File: src/verilog/hwd_defs.vh
`ifndef HWD_DEFS_VH
`define HWD_DEFS_VH
// ----------------------------------------
// Register byte offsets
// ----------------------------------------
`define HWD_OFF_WDT_CTRL   12'h000
`define HWD_OFF_RST_FLAGS  12'h004
`define HWD_OFF_CLK_CFG    12'h008
`define HWD_OFF_STATUS     12'h00c
`define HWD_OFF_WAKE_MASK  12'h010
`define HWD_OFF_IRQ_STAT   12'h014
`define HWD_OFF_IRQ_CLR    12'h018
`define HWD_OFF_IRQ_EN     12'h01c
// ----------------------------------------
// Reset value and valid key codes
// ----------------------------------------
`define HWD_WDT_CTRL_RST   8'h53
`define HWD_KEY_GOOD_A     5'h0a
`define HWD_KEY_GOOD_B     5'h15
// ----------------------------------------
// Field positions
// ----------------------------------------
`define HWD_KEY_MSB        7
`define HWD_KEY_LSB        3
`define HWD_SEL_MSB        2
`define HWD_SEL_LSB        0
`define HWD_CFG_SUB_KEEP   0
`define HWD_CFG_HIGH_KEEP  1
`define HWD_RF_SOFT        0
`define HWD_RF_LOWV        2
`define HWD_ST_PDF         0
`define HWD_ST_TO          1
`define HWD_IRQ_WAKE       0
`define HWD_IRQ_TIMEOUT    1
`define HWD_IRQ_SOFTRST    2
// ----------------------------------------
// Timing
// ----------------------------------------
`define HWD_CLK_NS         20
`define HWD_SRESET_NS      2000
`define HWD_SRESET_CYC     (`HWD_SRESET_NS / `HWD_CLK_NS)
// Slow ticks per period minus one, one per period select code
`define HWD_LIM_SEL0       18'h000ff
`define HWD_LIM_SEL1       18'h003ff
`define HWD_LIM_SEL2       18'h00fff
`define HWD_LIM_SEL3       18'h03fff
`define HWD_LIM_SEL4       18'h07fff
`define HWD_LIM_SEL5       18'h0ffff
`define HWD_LIM_SEL6       18'h1ffff
`define HWD_LIM_SEL7       18'h3ffff
`endif

File: src/verilog/hwd_watchdog.v
// Operation
// - Halt with keeps 0/1: high clock off
// - Halt with keeps 1/1: both clocks run
// - Halt with keeps 1/0: sub clock off
// - Idle entry: set powerdown, clear timeout, clear counter
// - Wake on port edge, interrupt, watchdog overflow
// - Powerdown flag cleared by power-up or clear instruction
// - Overflow in power-down: wake, timeout set, PC/SP reset
// - Per-pin wake enable, resume after halt
// - Disabled or stack full: resume, hold pending
// - Enabled, stack free: immediate interrupt response
// - Flag already set before halt cannot wake
// - Watchdog counts only slow oscillator edges
// - Key 01010 or 10101 enables, else reset
// - Invalid key: delayed reset, soft flag set
// - Period select gives 2^8 to 2^18 ticks
// - Soft flag survives reset, software clears only
// - Halt with keeps 0/0: sleep, all clocks off
// - Overflow when running: full reset, timeout set
`timescale 1ns/1ps
`include "hwd_defs.vh"

module hwd_watchdog #(
   parameter PA_W        = 8,
   parameter INT_N       = 4,
   parameter SRESET_CYC  = `HWD_SRESET_CYC
) (
   // Clock, reset, enable
   input  wire              clk,
   input  wire              srst,
   input  wire              ce,
   // APB slave
   input  wire              psel,
   input  wire              penable,
   input  wire              pwrite,
   input  wire [11:0]       paddr,
   input  wire [31:0]       pwdata,
   output reg  [31:0]       prdata,
   output reg               pready,
   output reg               pslverr,
   // Core side
   input  wire              haltInstr,
   input  wire              clrWdtInstr,
   input  wire [INT_N-1:0]  intReq,
   input  wire [INT_N-1:0]  intEnable,
   input  wire              stackFull,
   // Pins and slow oscillator
   input  wire [PA_W-1:0]   portAPin,
   input  wire              slowOscClk,
   // Control outputs
   output reg               highClkEn,
   output reg               subClkEn,
   output reg               coreHalted,
   output reg               wakeResume,
   output reg  [INT_N-1:0]  intService,
   output reg  [INT_N-1:0]  intPending,
   output reg               pcSpReset,
   output reg               deviceReset,
   output reg               powerdownFlag,
   output reg               watchdogTimeoutFlag,
   output reg               irq
);

   // ----------------------------------------
   // Modes
   // ----------------------------------------
   localparam RUN   = 5'b00001;
   localparam SLEEP = 5'b00010;
   localparam IDLE_SUB  = 5'b00100;
   localparam IDLE_BOTH = 5'b01000;
   localparam IDLE_HIGH = 5'b10000;

   reg  [4:0]        mode_reg;
   reg  [4:0]        mode_next;
   reg  [7:0]        wdtCtrl_reg;
   reg               softFlag_reg;
   reg               lowvFlag_reg;
   reg  [1:0]        clkCfg_reg;
   reg  [PA_W-1:0]   wakeMask_reg;
   reg  [2:0]        irqStat_reg;
   reg  [2:0]        irqEn_reg;
   reg  [17:0]       wdtCnt_reg;
   reg  [15:0]       srCnt_reg;
   reg  [INT_N-1:0]  armMask_reg;
   reg  [PA_W-1:0]   paS1_reg;
   reg  [PA_W-1:0]   paS2_reg;
   reg  [PA_W-1:0]   paS3_reg;
   reg  [2:0]        oscSync_reg;
   reg  [17:0]       limit;
   reg  [2:0]        irqSet;

   wire              wr;
   wire              rd;
   wire              mapped;
   wire [4:0]        wdtKey;
   wire              keyOk;
   wire              oscTick;
   wire              overflow;
   wire              asleep;
   wire [PA_W-1:0]   paFall;
   wire              pinWake;
   wire [INT_N-1:0]  intWake;
   wire              wakeAny;
   wire              halting;
   wire              softFire;
   wire [INT_N-1:0]  canServe;

   // ----------------------------------------
   // Bus decode
   // ----------------------------------------
   assign wr = psel & penable & ~pready & pwrite;
   assign rd = psel & penable & ~pready & ~pwrite;
   assign mapped = (paddr[11:5] == 7'h00) && (paddr[1:0] == 2'b00);

   // ----------------------------------------
   // Decoded conditions
   // ----------------------------------------
   assign wdtKey = wdtCtrl_reg[`HWD_KEY_MSB:`HWD_KEY_LSB];
   assign keyOk = (wdtKey == `HWD_KEY_GOOD_A) || (wdtKey == `HWD_KEY_GOOD_B);
   // Slow oscillator rising edge, from the second sync stage on
   assign oscTick = oscSync_reg[1] & ~oscSync_reg[2];
   assign overflow = keyOk & oscTick & (wdtCnt_reg == limit);
   assign asleep = ~mode_reg[0];
   // Falling edges seen after the synchroniser
   assign paFall = paS3_reg & ~paS2_reg;
   assign pinWake = |(paFall & wakeMask_reg);
   // Only requests not already set at halt may wake
   assign intWake = intReq & armMask_reg;
   assign wakeAny = asleep & (pinWake | (|intWake) | overflow);
   assign halting = mode_reg[0] & haltInstr;
   // Delay expired on an invalid key
   assign softFire = ~keyOk & (srCnt_reg == SRESET_CYC[15:0] - 16'h0001);
   assign canServe = intEnable & {INT_N{~stackFull}};

   // ----------------------------------------
   // Period limit
   // ----------------------------------------
   // Ticks per period minus one
   always @* begin
      case (wdtCtrl_reg[`HWD_SEL_MSB:`HWD_SEL_LSB])
         3'h0:    limit = `HWD_LIM_SEL0;
         3'h1:    limit = `HWD_LIM_SEL1;
         3'h2:    limit = `HWD_LIM_SEL2;
         3'h3:    limit = `HWD_LIM_SEL3;
         3'h4:    limit = `HWD_LIM_SEL4;
         3'h5:    limit = `HWD_LIM_SEL5;
         3'h6:    limit = `HWD_LIM_SEL6;
         default: limit = `HWD_LIM_SEL7;
      endcase
   end

   // ----------------------------------------
   // Mode selection
   // ----------------------------------------
   always @* begin
      mode_next = mode_reg;
      case (mode_reg)
         RUN: begin
            if (haltInstr) begin
               case (clkCfg_reg)
                  2'b00:   mode_next = SLEEP;
                  2'b01:   mode_next = IDLE_SUB;
                  2'b10:   mode_next = IDLE_HIGH;
                  default: mode_next = IDLE_BOTH;
               endcase
            end
         end
         SLEEP, IDLE_SUB, IDLE_BOTH, IDLE_HIGH: begin
            if (wakeAny) begin
               mode_next = RUN;
            end
         end
         default: mode_next = RUN;
      endcase
      if (softFire) begin
         mode_next = RUN;
      end
   end

   // ----------------------------------------
   // Mode and clock gates
   // ----------------------------------------
   always @(posedge clk) begin
      if (srst) begin
         mode_reg <= RUN;
         highClkEn <= 1'b1;
         subClkEn <= 1'b1;
         coreHalted <= 1'b0;
      end else if (ce) begin
         mode_reg <= mode_next;
         highClkEn <= mode_next[0] | mode_next[3] | mode_next[4];
         subClkEn <= mode_next[0] | mode_next[2] | mode_next[3];
         coreHalted <= ~mode_next[0];
      end
   end

   // ----------------------------------------
   // Synchronisers
   // ----------------------------------------
   always @(posedge clk) begin
      if (srst) begin
         paS1_reg <= {PA_W{1'b1}};
         paS2_reg <= {PA_W{1'b1}};
         paS3_reg <= {PA_W{1'b1}};
         oscSync_reg <= 3'h0;
      end else if (ce) begin
         paS1_reg <= portAPin;
         paS2_reg <= paS1_reg;
         paS3_reg <= paS2_reg;
         oscSync_reg <= {oscSync_reg[1:0], slowOscClk};
      end
   end

   // ----------------------------------------
   // Watchdog counter and soft reset delay
   // ----------------------------------------
   always @(posedge clk) begin
      if (srst) begin
         wdtCnt_reg <= 18'h00000;
         srCnt_reg <= 16'h0000;
      end else if (ce) begin
         // Cleared on halt, by the clear instruction, on overflow, or while the key is bad
         if (halting | clrWdtInstr | overflow | ~keyOk) begin
            wdtCnt_reg <= 18'h00000;
         end else if (oscTick) begin
            wdtCnt_reg <= wdtCnt_reg + 18'h00001;
         end
         // Count the delay while the key is bad
         if (keyOk | softFire) begin
            srCnt_reg <= 16'h0000;
         end else begin
            srCnt_reg <= srCnt_reg + 16'h0001;
         end
      end
   end

   // ----------------------------------------
   // Flags and reset outputs
   // ----------------------------------------
   always @(posedge clk) begin
      if (srst) begin
         powerdownFlag <= 1'b0;
         watchdogTimeoutFlag <= 1'b0;
         pcSpReset <= 1'b0;
         deviceReset <= 1'b0;
         wakeResume <= 1'b0;
         armMask_reg <= {INT_N{1'b0}};
      end else if (ce) begin
         // Overflow in power-down resets PC and SP only
         pcSpReset <= asleep & overflow;
         // Full reset on running overflow or bad key
         deviceReset <= (~asleep & overflow) | softFire;
         // Resume after halt on pin or interrupt wake
         wakeResume <= wakeAny & ~overflow;
         // Cleared by reset or by the clear instruction
         if (halting) begin
            powerdownFlag <= 1'b1;
         end else if (clrWdtInstr) begin
            powerdownFlag <= 1'b0;
         end
         // Overflow sets timeout, halt clears it
         if (overflow) begin
            watchdogTimeoutFlag <= 1'b1;
         end else if (halting) begin
            watchdogTimeoutFlag <= 1'b0;
         end
         // Snapshot of requests clear at halt
         if (halting) begin
            armMask_reg <= ~intReq;
         end
      end
   end

   // ----------------------------------------
   // Interrupt wake response per source
   // ----------------------------------------
   genvar g;
   generate
      for (g = 0; g < INT_N; g = g + 1) begin : gInt
         always @(posedge clk) begin
            if (srst) begin
               intService[g] <= 1'b0;
               intPending[g] <= 1'b0;
            end else if (ce) begin
               intService[g] <= 1'b0;
               if (wakeAny & intWake[g]) begin
                  if (canServe[g]) begin
                     intService[g] <= 1'b1;
                  end else begin
                     intPending[g] <= 1'b1;
                  end
               end else if (intPending[g] & canServe[g]) begin
                  // Serve once enabled or stack frees
                  intService[g] <= 1'b1;
                  intPending[g] <= 1'b0;
               end
            end
         end
      end
   endgenerate

   // ----------------------------------------
   // Software registers
   // ----------------------------------------
   always @(posedge clk) begin
      if (srst) begin
         wdtCtrl_reg <= `HWD_WDT_CTRL_RST;
         softFlag_reg <= 1'b0;
         lowvFlag_reg <= 1'b0;
         clkCfg_reg <= 2'b00;
         wakeMask_reg <= {PA_W{1'b0}};
         irqEn_reg <= 3'h0;
      end else if (ce) begin
         if (wr && mapped && paddr == `HWD_OFF_WDT_CTRL) begin
            wdtCtrl_reg <= pwdata[7:0];
         end else if (softFire) begin
            // Soft reset on a bad key restores the default key and period
            wdtCtrl_reg <= `HWD_WDT_CTRL_RST;
         end
         if (wr && mapped && paddr == `HWD_OFF_RST_FLAGS) begin
            lowvFlag_reg <= pwdata[`HWD_RF_LOWV];
         end
         // Hardware sets, software alone clears, set wins
         if (softFire) begin
            softFlag_reg <= 1'b1;
         end else if (wr && mapped && paddr == `HWD_OFF_RST_FLAGS) begin
            softFlag_reg <= pwdata[`HWD_RF_SOFT];
         end
         if (wr && mapped && paddr == `HWD_OFF_CLK_CFG) begin
            clkCfg_reg <= pwdata[1:0];
         end
         if (wr && mapped && paddr == `HWD_OFF_WAKE_MASK) begin
            wakeMask_reg <= pwdata[PA_W-1:0];
         end
         if (wr && mapped && paddr == `HWD_OFF_IRQ_EN) begin
            irqEn_reg <= pwdata[2:0];
         end
      end
   end

   // ----------------------------------------
   // Event status and interrupt line
   // ----------------------------------------
   always @* begin
      irqSet = 3'h0;
      irqSet[`HWD_IRQ_WAKE] = wakeAny;
      irqSet[`HWD_IRQ_TIMEOUT] = overflow;
      irqSet[`HWD_IRQ_SOFTRST] = softFire;
   end

   always @(posedge clk) begin
      if (srst) begin
         irqStat_reg <= 3'h0;
         irq <= 1'b0;
      end else if (ce) begin
         // Set wins over a clear in the same cycle
         if (wr && mapped && paddr == `HWD_OFF_IRQ_CLR) begin
            irqStat_reg <= (irqStat_reg & ~pwdata[2:0]) | irqSet;
         end else begin
            irqStat_reg <= irqStat_reg | irqSet;
         end
         irq <= |((irqStat_reg | irqSet) & irqEn_reg);
      end
   end

   // ----------------------------------------
   // APB answer, one wait state
   // ----------------------------------------
   always @(posedge clk) begin
      if (srst) begin
         pready <= 1'b0;
         pslverr <= 1'b0;
         prdata <= 32'h00000000;
      end else if (ce) begin
         pready <= psel & penable & ~pready;
         pslverr <= psel & penable & ~pready & ~mapped;
         prdata <= 32'h00000000;
         if (rd && mapped) begin
            case (paddr)
               `HWD_OFF_WDT_CTRL:  prdata <= {24'h000000, wdtCtrl_reg};
               `HWD_OFF_RST_FLAGS: prdata <= {29'h0, lowvFlag_reg, 1'b0, softFlag_reg};
               `HWD_OFF_CLK_CFG:   prdata <= {30'h0, clkCfg_reg};
               `HWD_OFF_STATUS:    prdata <= {25'h0, mode_reg, watchdogTimeoutFlag,
                                              powerdownFlag};
               `HWD_OFF_WAKE_MASK: prdata <= {{(32-PA_W){1'b0}}, wakeMask_reg};
               `HWD_OFF_IRQ_STAT:  prdata <= {29'h0, irqStat_reg};
               `HWD_OFF_IRQ_EN:    prdata <= {29'h0, irqEn_reg};
               default:            prdata <= 32'h00000000;
            endcase
         end
      end
   end

endmodule

File: config.mk
export PLATFORM = sky130hd
export DESIGN_NAME = hwd_watchdog
export DESIGN_NICKNAME = d
export VERILOG_FILES = /design/src/verilog/hwd_watchdog.v
export VERILOG_INCLUDE_DIRS = /design/src /design/src/verilog
export SDC_FILE = /design/constraint.sdc
export NUM_CORES = 1
export LEC_CHECK = 0
export ABC_CLOCK_PERIOD_IN_PS = 2800
export BUFFER_PORTS_ARGS = -buffer_cell sky130_fd_sc_hd__buf_2
export CAP_MARGIN = 20
export CORE_MARGIN = 2
export CORE_UTILIZATION = 40
export DETAILED_ROUTE_END_ITERATION = 8
export GPL_ROUTABILITY_DRIVEN = 1
export MAX_ROUTING_LAYER = met4
export PLACE_DENSITY_LB_ADDON = 0.15
export SETUP_SLACK_MARGIN = 0.5
export SYNTH_ARGS = -nofsm -noshare
export SYNTH_HDL_FRONTEND = slang
export SYNTH_SLANG_ARGS = --single-unit
File: constraint.sdc
create_clock -name clk -period 2.8 [get_ports clk]
set_clock_uncertainty 0.05 [all_clocks]
set_input_delay 0.42 -clock clk [delete_from_list [all_inputs] [get_ports clk]]
set_output_delay 0.42 -clock clk [all_outputs]
set_load 0.01 [all_outputs]
* After elaboration in Yosys (flattened, before gate mapping)
Index checks and enable logic that the tools add are counted.
Word-level totals: bits of input ports 70, word-level logic and storage cells 208, bits in registers 147
Operators by class: eq/ne operators 30, muxes and demuxes 44, bitwise logic cells 53, add/subtract/negate cells 2, reduce and logical (&&, ||, !) cells 43
Operators with widths (count):
- $pmux W18 S7 | 1
- $pmux W8 S7 | 1
- $eq A12 B5 Y1 const B | 4
- $mux W18 | 2
- $mux W1 | 30
- $eq A12 B4 Y1 const B | 2
- $mux W8 | 3
- $and A1 B1 Y1 | 22
- $reduce_and A2 Y1 | 10
- $add A18 B1 Y18 const B | 1
- $eq A18 B18 Y1 | 1
- $reduce_bool A2 Y1 | 9
- $add A16 B1 Y16 const B | 1
- $and A8 B8 Y8 | 2
- $eq A16 B7 Y1 const B | 1
- $mux W16 | 1
- $mux W5 | 3
- $pmux W5 S3 | 1
- $reduce_and A3 Y1 | 5
- $eq A12 B3 Y1 const B | 1
- $logic_not A12 Y1 | 1
- $or A1 B1 Y1 | 11
- $eq A5 B4 Y1 const B | 2
- $eq A5 B5 Y1 const B | 2
- other kinds (27) | 55

* Depth between registers and ports, before layout
depth after elaboration 12, depth in mapped cells 9, depth with buffers taken out 7

* Worst setup path after synthesis
Ideal clock, no wire load.
path type in2reg, start point input paddr[10], end point register wdtCtrl_reg[0], data required time 2.618 ns, path buffers 2, path slack 0.594 ns, library setup time 0.132 ns, data arrival time 2.024 ns, stages 8, path through nor4_1 -> nand4_1 -> or2_1 -> buf_2 -> or4_1 -> buf_2 -> nor2_1 -> o21ai_1
Between the ends: cells in the longest elaborated chain, start to end 6
Ends and longest elaborated chain:
- from (decl) | line hwd_watchdog.v:36 | input wire [11:0] paddr,
- $logic_not A7 Y1 | line hwd_watchdog.v:113 | assign mapped = (paddr[11:5] == 7'h00) && (paddr[1:0] == 2'b00);
- $logic_and A1 B1 Y1 | line hwd_watchdog.v:113
- $logic_and A1 B1 Y1 | line hwd_watchdog.v:314 | if (wr && mapped && paddr == `HWD_OFF_WDT_CTRL) begin
- $logic_and A1 B1 Y1 (no source line) *
- $reduce_bool A2 Y1 (no source line)
- $reduce_and A2 Y1 (no source line)
- to (signal assigned) | line hwd_watchdog.v:307 | wdtCtrl_reg <= `HWD_WDT_CTRL_RST;
- to (signal assigned) | line hwd_watchdog.v:315 | wdtCtrl_reg <= pwdata[7:0];
- to (signal assigned) | line hwd_watchdog.v:318 | wdtCtrl_reg <= `HWD_WDT_CTRL_RST;
- to (decl) | line hwd_watchdog.v:75 | reg [7:0] wdtCtrl_reg;
Every way passes the cells marked *; elsewhere a longest branch is shown, timed or not. A chain may end at the register's enable or synchronous reset.

* Worst setup path in the final report
start point register armMask_reg[1], end point register mode_reg[0]
Between the ends: cells in the longest elaborated chain, start to end 8
Ends and longest elaborated chain:
- from (decl) | line hwd_watchdog.v:84 | reg [INT_N-1:0] armMask_reg;
- from (signal assigned) | line hwd_watchdog.v:247 | armMask_reg <= {INT_N{1'b0}};
- from (signal assigned) | line hwd_watchdog.v:269 | armMask_reg <= ~intReq;
- $and A4 B4 Y4 | line hwd_watchdog.v:128 | assign intWake = intReq & armMask_reg;
- $reduce_or A4 Y1 | line hwd_watchdog.v:129 | assign wakeAny = asleep & (pinWake | (|intWake) | overflow);
- $or A1 B1 Y1 (2 in series) | line hwd_watchdog.v:129
- $and A1 B1 Y1 | line hwd_watchdog.v:129
- $mux W5 | line hwd_watchdog.v:169 | if (wakeAny) begin
- $pmux W5 S2 | line hwd_watchdog.v:157 | case (mode_reg)
- $mux W5 | line hwd_watchdog.v:175 | if (softFire) begin
- to (signal assigned) | line hwd_watchdog.v:190 | mode_reg <= mode_next;
- to (decl) | line hwd_watchdog.v:73 | reg [4:0] mode_reg;
No other way between the ends. The select of a mux whose other input is x is not followed.

==> results.json <==
{
  "status": "complete, no violations",
  "sw_frac_of_total_pct": 22.6,
  "r2r-start": "armMask_reg[1]",
  "min_to": "armMask_reg[3]",
  "grt_usage_pct": 19.1,
  "stdcell_count": 961,
  "critPathSlowestCell": "or4_1",
  "diodes": 0,
  "syn-instance-count": 696,
  "cts_tree": "yes",
  "worst_pin_slew_ns": 0.680,
  "core_um2": 14500,
  "rsz0062_at_grt": "no",
  "cts_root_buffer": "clkbuf_16",
  "grt_max_degree": 71,
  "yosysWarningCount": 0,
  "wl_per_cell_um": 15.0,
  "synth.most_common_cell": "dfxtp_1",
  "r2r-end": "mode_reg[0]",
  "vias_per_cell": 5.34,
  "crit_chain": "nand2_1 > nand4_1 > or4_1 > o21bai_2 > a211oi_1 > o21ai_1",
  "start_kind": "flip-flop",
  "dieHeight_um": 126,
  "hold_buffers": 0,
  "htree_num_levels": 4,
  "final_nets": 836,
  "clock.fmax_ghz": 0.454,
  "finalWirelength_um": 14400,
  "worst_r2r_path_depth": 6,
  "p_comb_share_pct": 6.3,
  "finalInstanceArea_um2": 7070,
  "io_pins": 121,
  "synth-edff-count": 0,
  "cts_sinks": 123,
  "seq_area_frac_synth_pct": 41.4,
  "fin_crit_sh_pct": 78.7,
  "final.fill_count": 1439,
  "clk_pin_slew_ns": 0.05,
  "dieWidth_um": 126,
  "slowest_delay_ns": 0.72,
  "grt_first_pass_wirelength_um": 23700,
  "area_growth_pct": 19.0,
  "largest_reg_flops": 18,
  "synthArstFlopShare_pct": 0,
  "grtUsageMet2_pct": 30.0,
  "cp-startpoint": "armMask_reg[1]",
  "drc": 0,
  "io_buffers": 72,
  "slew_headroom_pct": 54.0,
  "ys_top_cells_by_area": "dfxtp_1 (41%), mux2i_1 (8.6%), nor2_1 (6.3%)",
  "r2r_setup_slack_ns": 0.60,
  "yosys-top-cells-count": "dfxtp_1 (123), nor2_1 (99), nand2_1 (80), mux2i_1 (51)",
  "synthFlopType": "dfxtp_1",
  "p_int_mw": 3.32,
  "finalHoldViolCount": 0,
  "crit_fanout": 4,
  "place_congestion": 0.931,
  "met3_usage_pct": 4.67,
  "dpl-instance-area_um2": 6400,
  "clock_power_share_pct": 51.7,
  "worst_skew_pair.late_latency_ns": 0.42,
  "dp.cells": 928,
  "synth.distinct_cells": 70,
  "cts_made_buffers": 17,
  "min_from": "intReq[3]",
  "clock_path_buffers": 2,
  "use_met1_pct": 23.9,
  "grt-ovfl-total": 0,
  "syn_avg_cell_area_um2": 8.54,
  "maxSlewViolCount": 0,
  "cap_violations": 0,
  "cp.required_ns": 3.03,
  "hold_path_class": "primary input to flip-flop",
  "busiest_layer": "met2",
  "crit_path_end_kind": "flip-flop",
  "hold_depth": 2,
  "antenna_found_initial": 0,
  "path_delay_family": "simple AND/OR/NAND/NOR gates",
  "synth_top_area_share_pct": 41.4,
  "p_per_area_nw_per_um2": 607,
  "place_hpwl_um": 10100,
  "synth_largest_area_cell": "dfxtp_1",
  "ys_ff_latch": 123,
  "power.leakage_nw": 2.71,
  "period_needed_ns": 2.20,
  "crit_arrival_ns": 2.43,
  "seqPwrFrac_pct": 42.0,
  "via_count": 5132,
  "setup_viol": 0,
  "finalSetupTns_ns": 0,
  "rows": 44,
  "drt-initial-drc-count": 248,
  "critPathKind": "flip-flop to flip-flop",
  "synth_area_um2": 5940,
  "grt_pass1_vias": 4935,
  "power_switching_uw": 970,
  "drive_above_1_share_pct": 18.8,
  "dieArea_um2": 15800,
  "drtPass1Iterations": 6,
  "start_util_pct": 40.9,
  "ir_drop_mv": 0.413,
  "antenna_left": 0,
  "crit_buf_inv": 0
}
## worst max path at each step
stage,end,cells past startpoint
6_report,mode_reg[0],6
5_1_grt,wdtCtrl_reg[2],7
4_1_cts,wdtCnt_reg[14],6
3_5_place_dp,wdtCtrl_reg[2],7
3_3_place_gp,wdtCtrl_reg[2],7
2_1_floorplan,wdtCtrl_reg[0],8
## timing repair
action	4_1_cts	5_1_grt
gates resized for setup	0	14
setup buffers	0	1
endpoints found under the setup margin	0	46
## metal layers
metal,up-vias,routed length [µm]
met5,-,0
met2,150,6840
li1,2538,-
met3,16,695
met1,2428,6660
met4,0,176
## metrics by stage
step / setup WS [ns] / power (mW) / utilization [%] / hold WS [ns]
6_report: 0.597 / 4.29 / 48.6 / 0.159
5_1_grt: 0.487 / 4.45 / 48.6 / 0.151
4_1_cts: 0.526 / 4.34 / 48.2 / 0.141
3_5_place_dp: 0.327 / 2.11 / 44.1 / 0.405
3_3_place_gp: 0.360 / 2.10 / 44.1 / 0.399
2_1_floorplan: 0.594 / 2.04 / - / 0.389
## power by group through the flow
stage                     logic, mW  registers [mW]  clock network [mW]
final                         0.272            1.80                2.22
after detailed placement      0.269            1.84                   0
after global routing          0.300            1.81                2.35
after global placement        0.264            1.84                   0
after CTS                     0.270            1.80                2.27
after floorplan               0.202            1.83                   0
## logic make-up (layout without fill, tap and decap cells)
kind of cell             count (synthesis)  after routing  share of synthesized area [%]
AO/OA/AOI/OAI                          105            105                           11.9
XOR/XNOR                                34             34                           5.01
adder cells (fa/ha/maj)                  2              2                          0.421
buffers and inverters                   71            129                           6.19
flip-flops                             123            123                           41.4
multiplexers                            57             57                           9.96
other                                    1             24                         0.0631
AND/OR/NAND/NOR                        303            303                           25.0
## cells in the final DEF (no fill, tap or decap), drive strengths merged, types with 16 or more instances in the layout
cell    count
dfxtp     123
mux2i      52
xor2       18
clkbuf     21
nand2      80
xnor2      16
a21oi      28
buf        87
nand3      22
nor3       25
conb       24
nor2       99
nand4      19
## area by class of cell
type | instances | area (µm²) | area share, %
tap | 184 | 230 | 3.26
timing repair buffer | 87 | 485 | 6.87
multi-input combinational | 525 | 3250 | 45.9
inverter | 10 | 37.5 | 0.531
clock inverter | 11 | 144 | 2.04
sequential | 123 | 2460 | 34.9
clock buffer | 21 | 460 | 6.51
No activity file was read; power rests on OpenSTA's default activity.
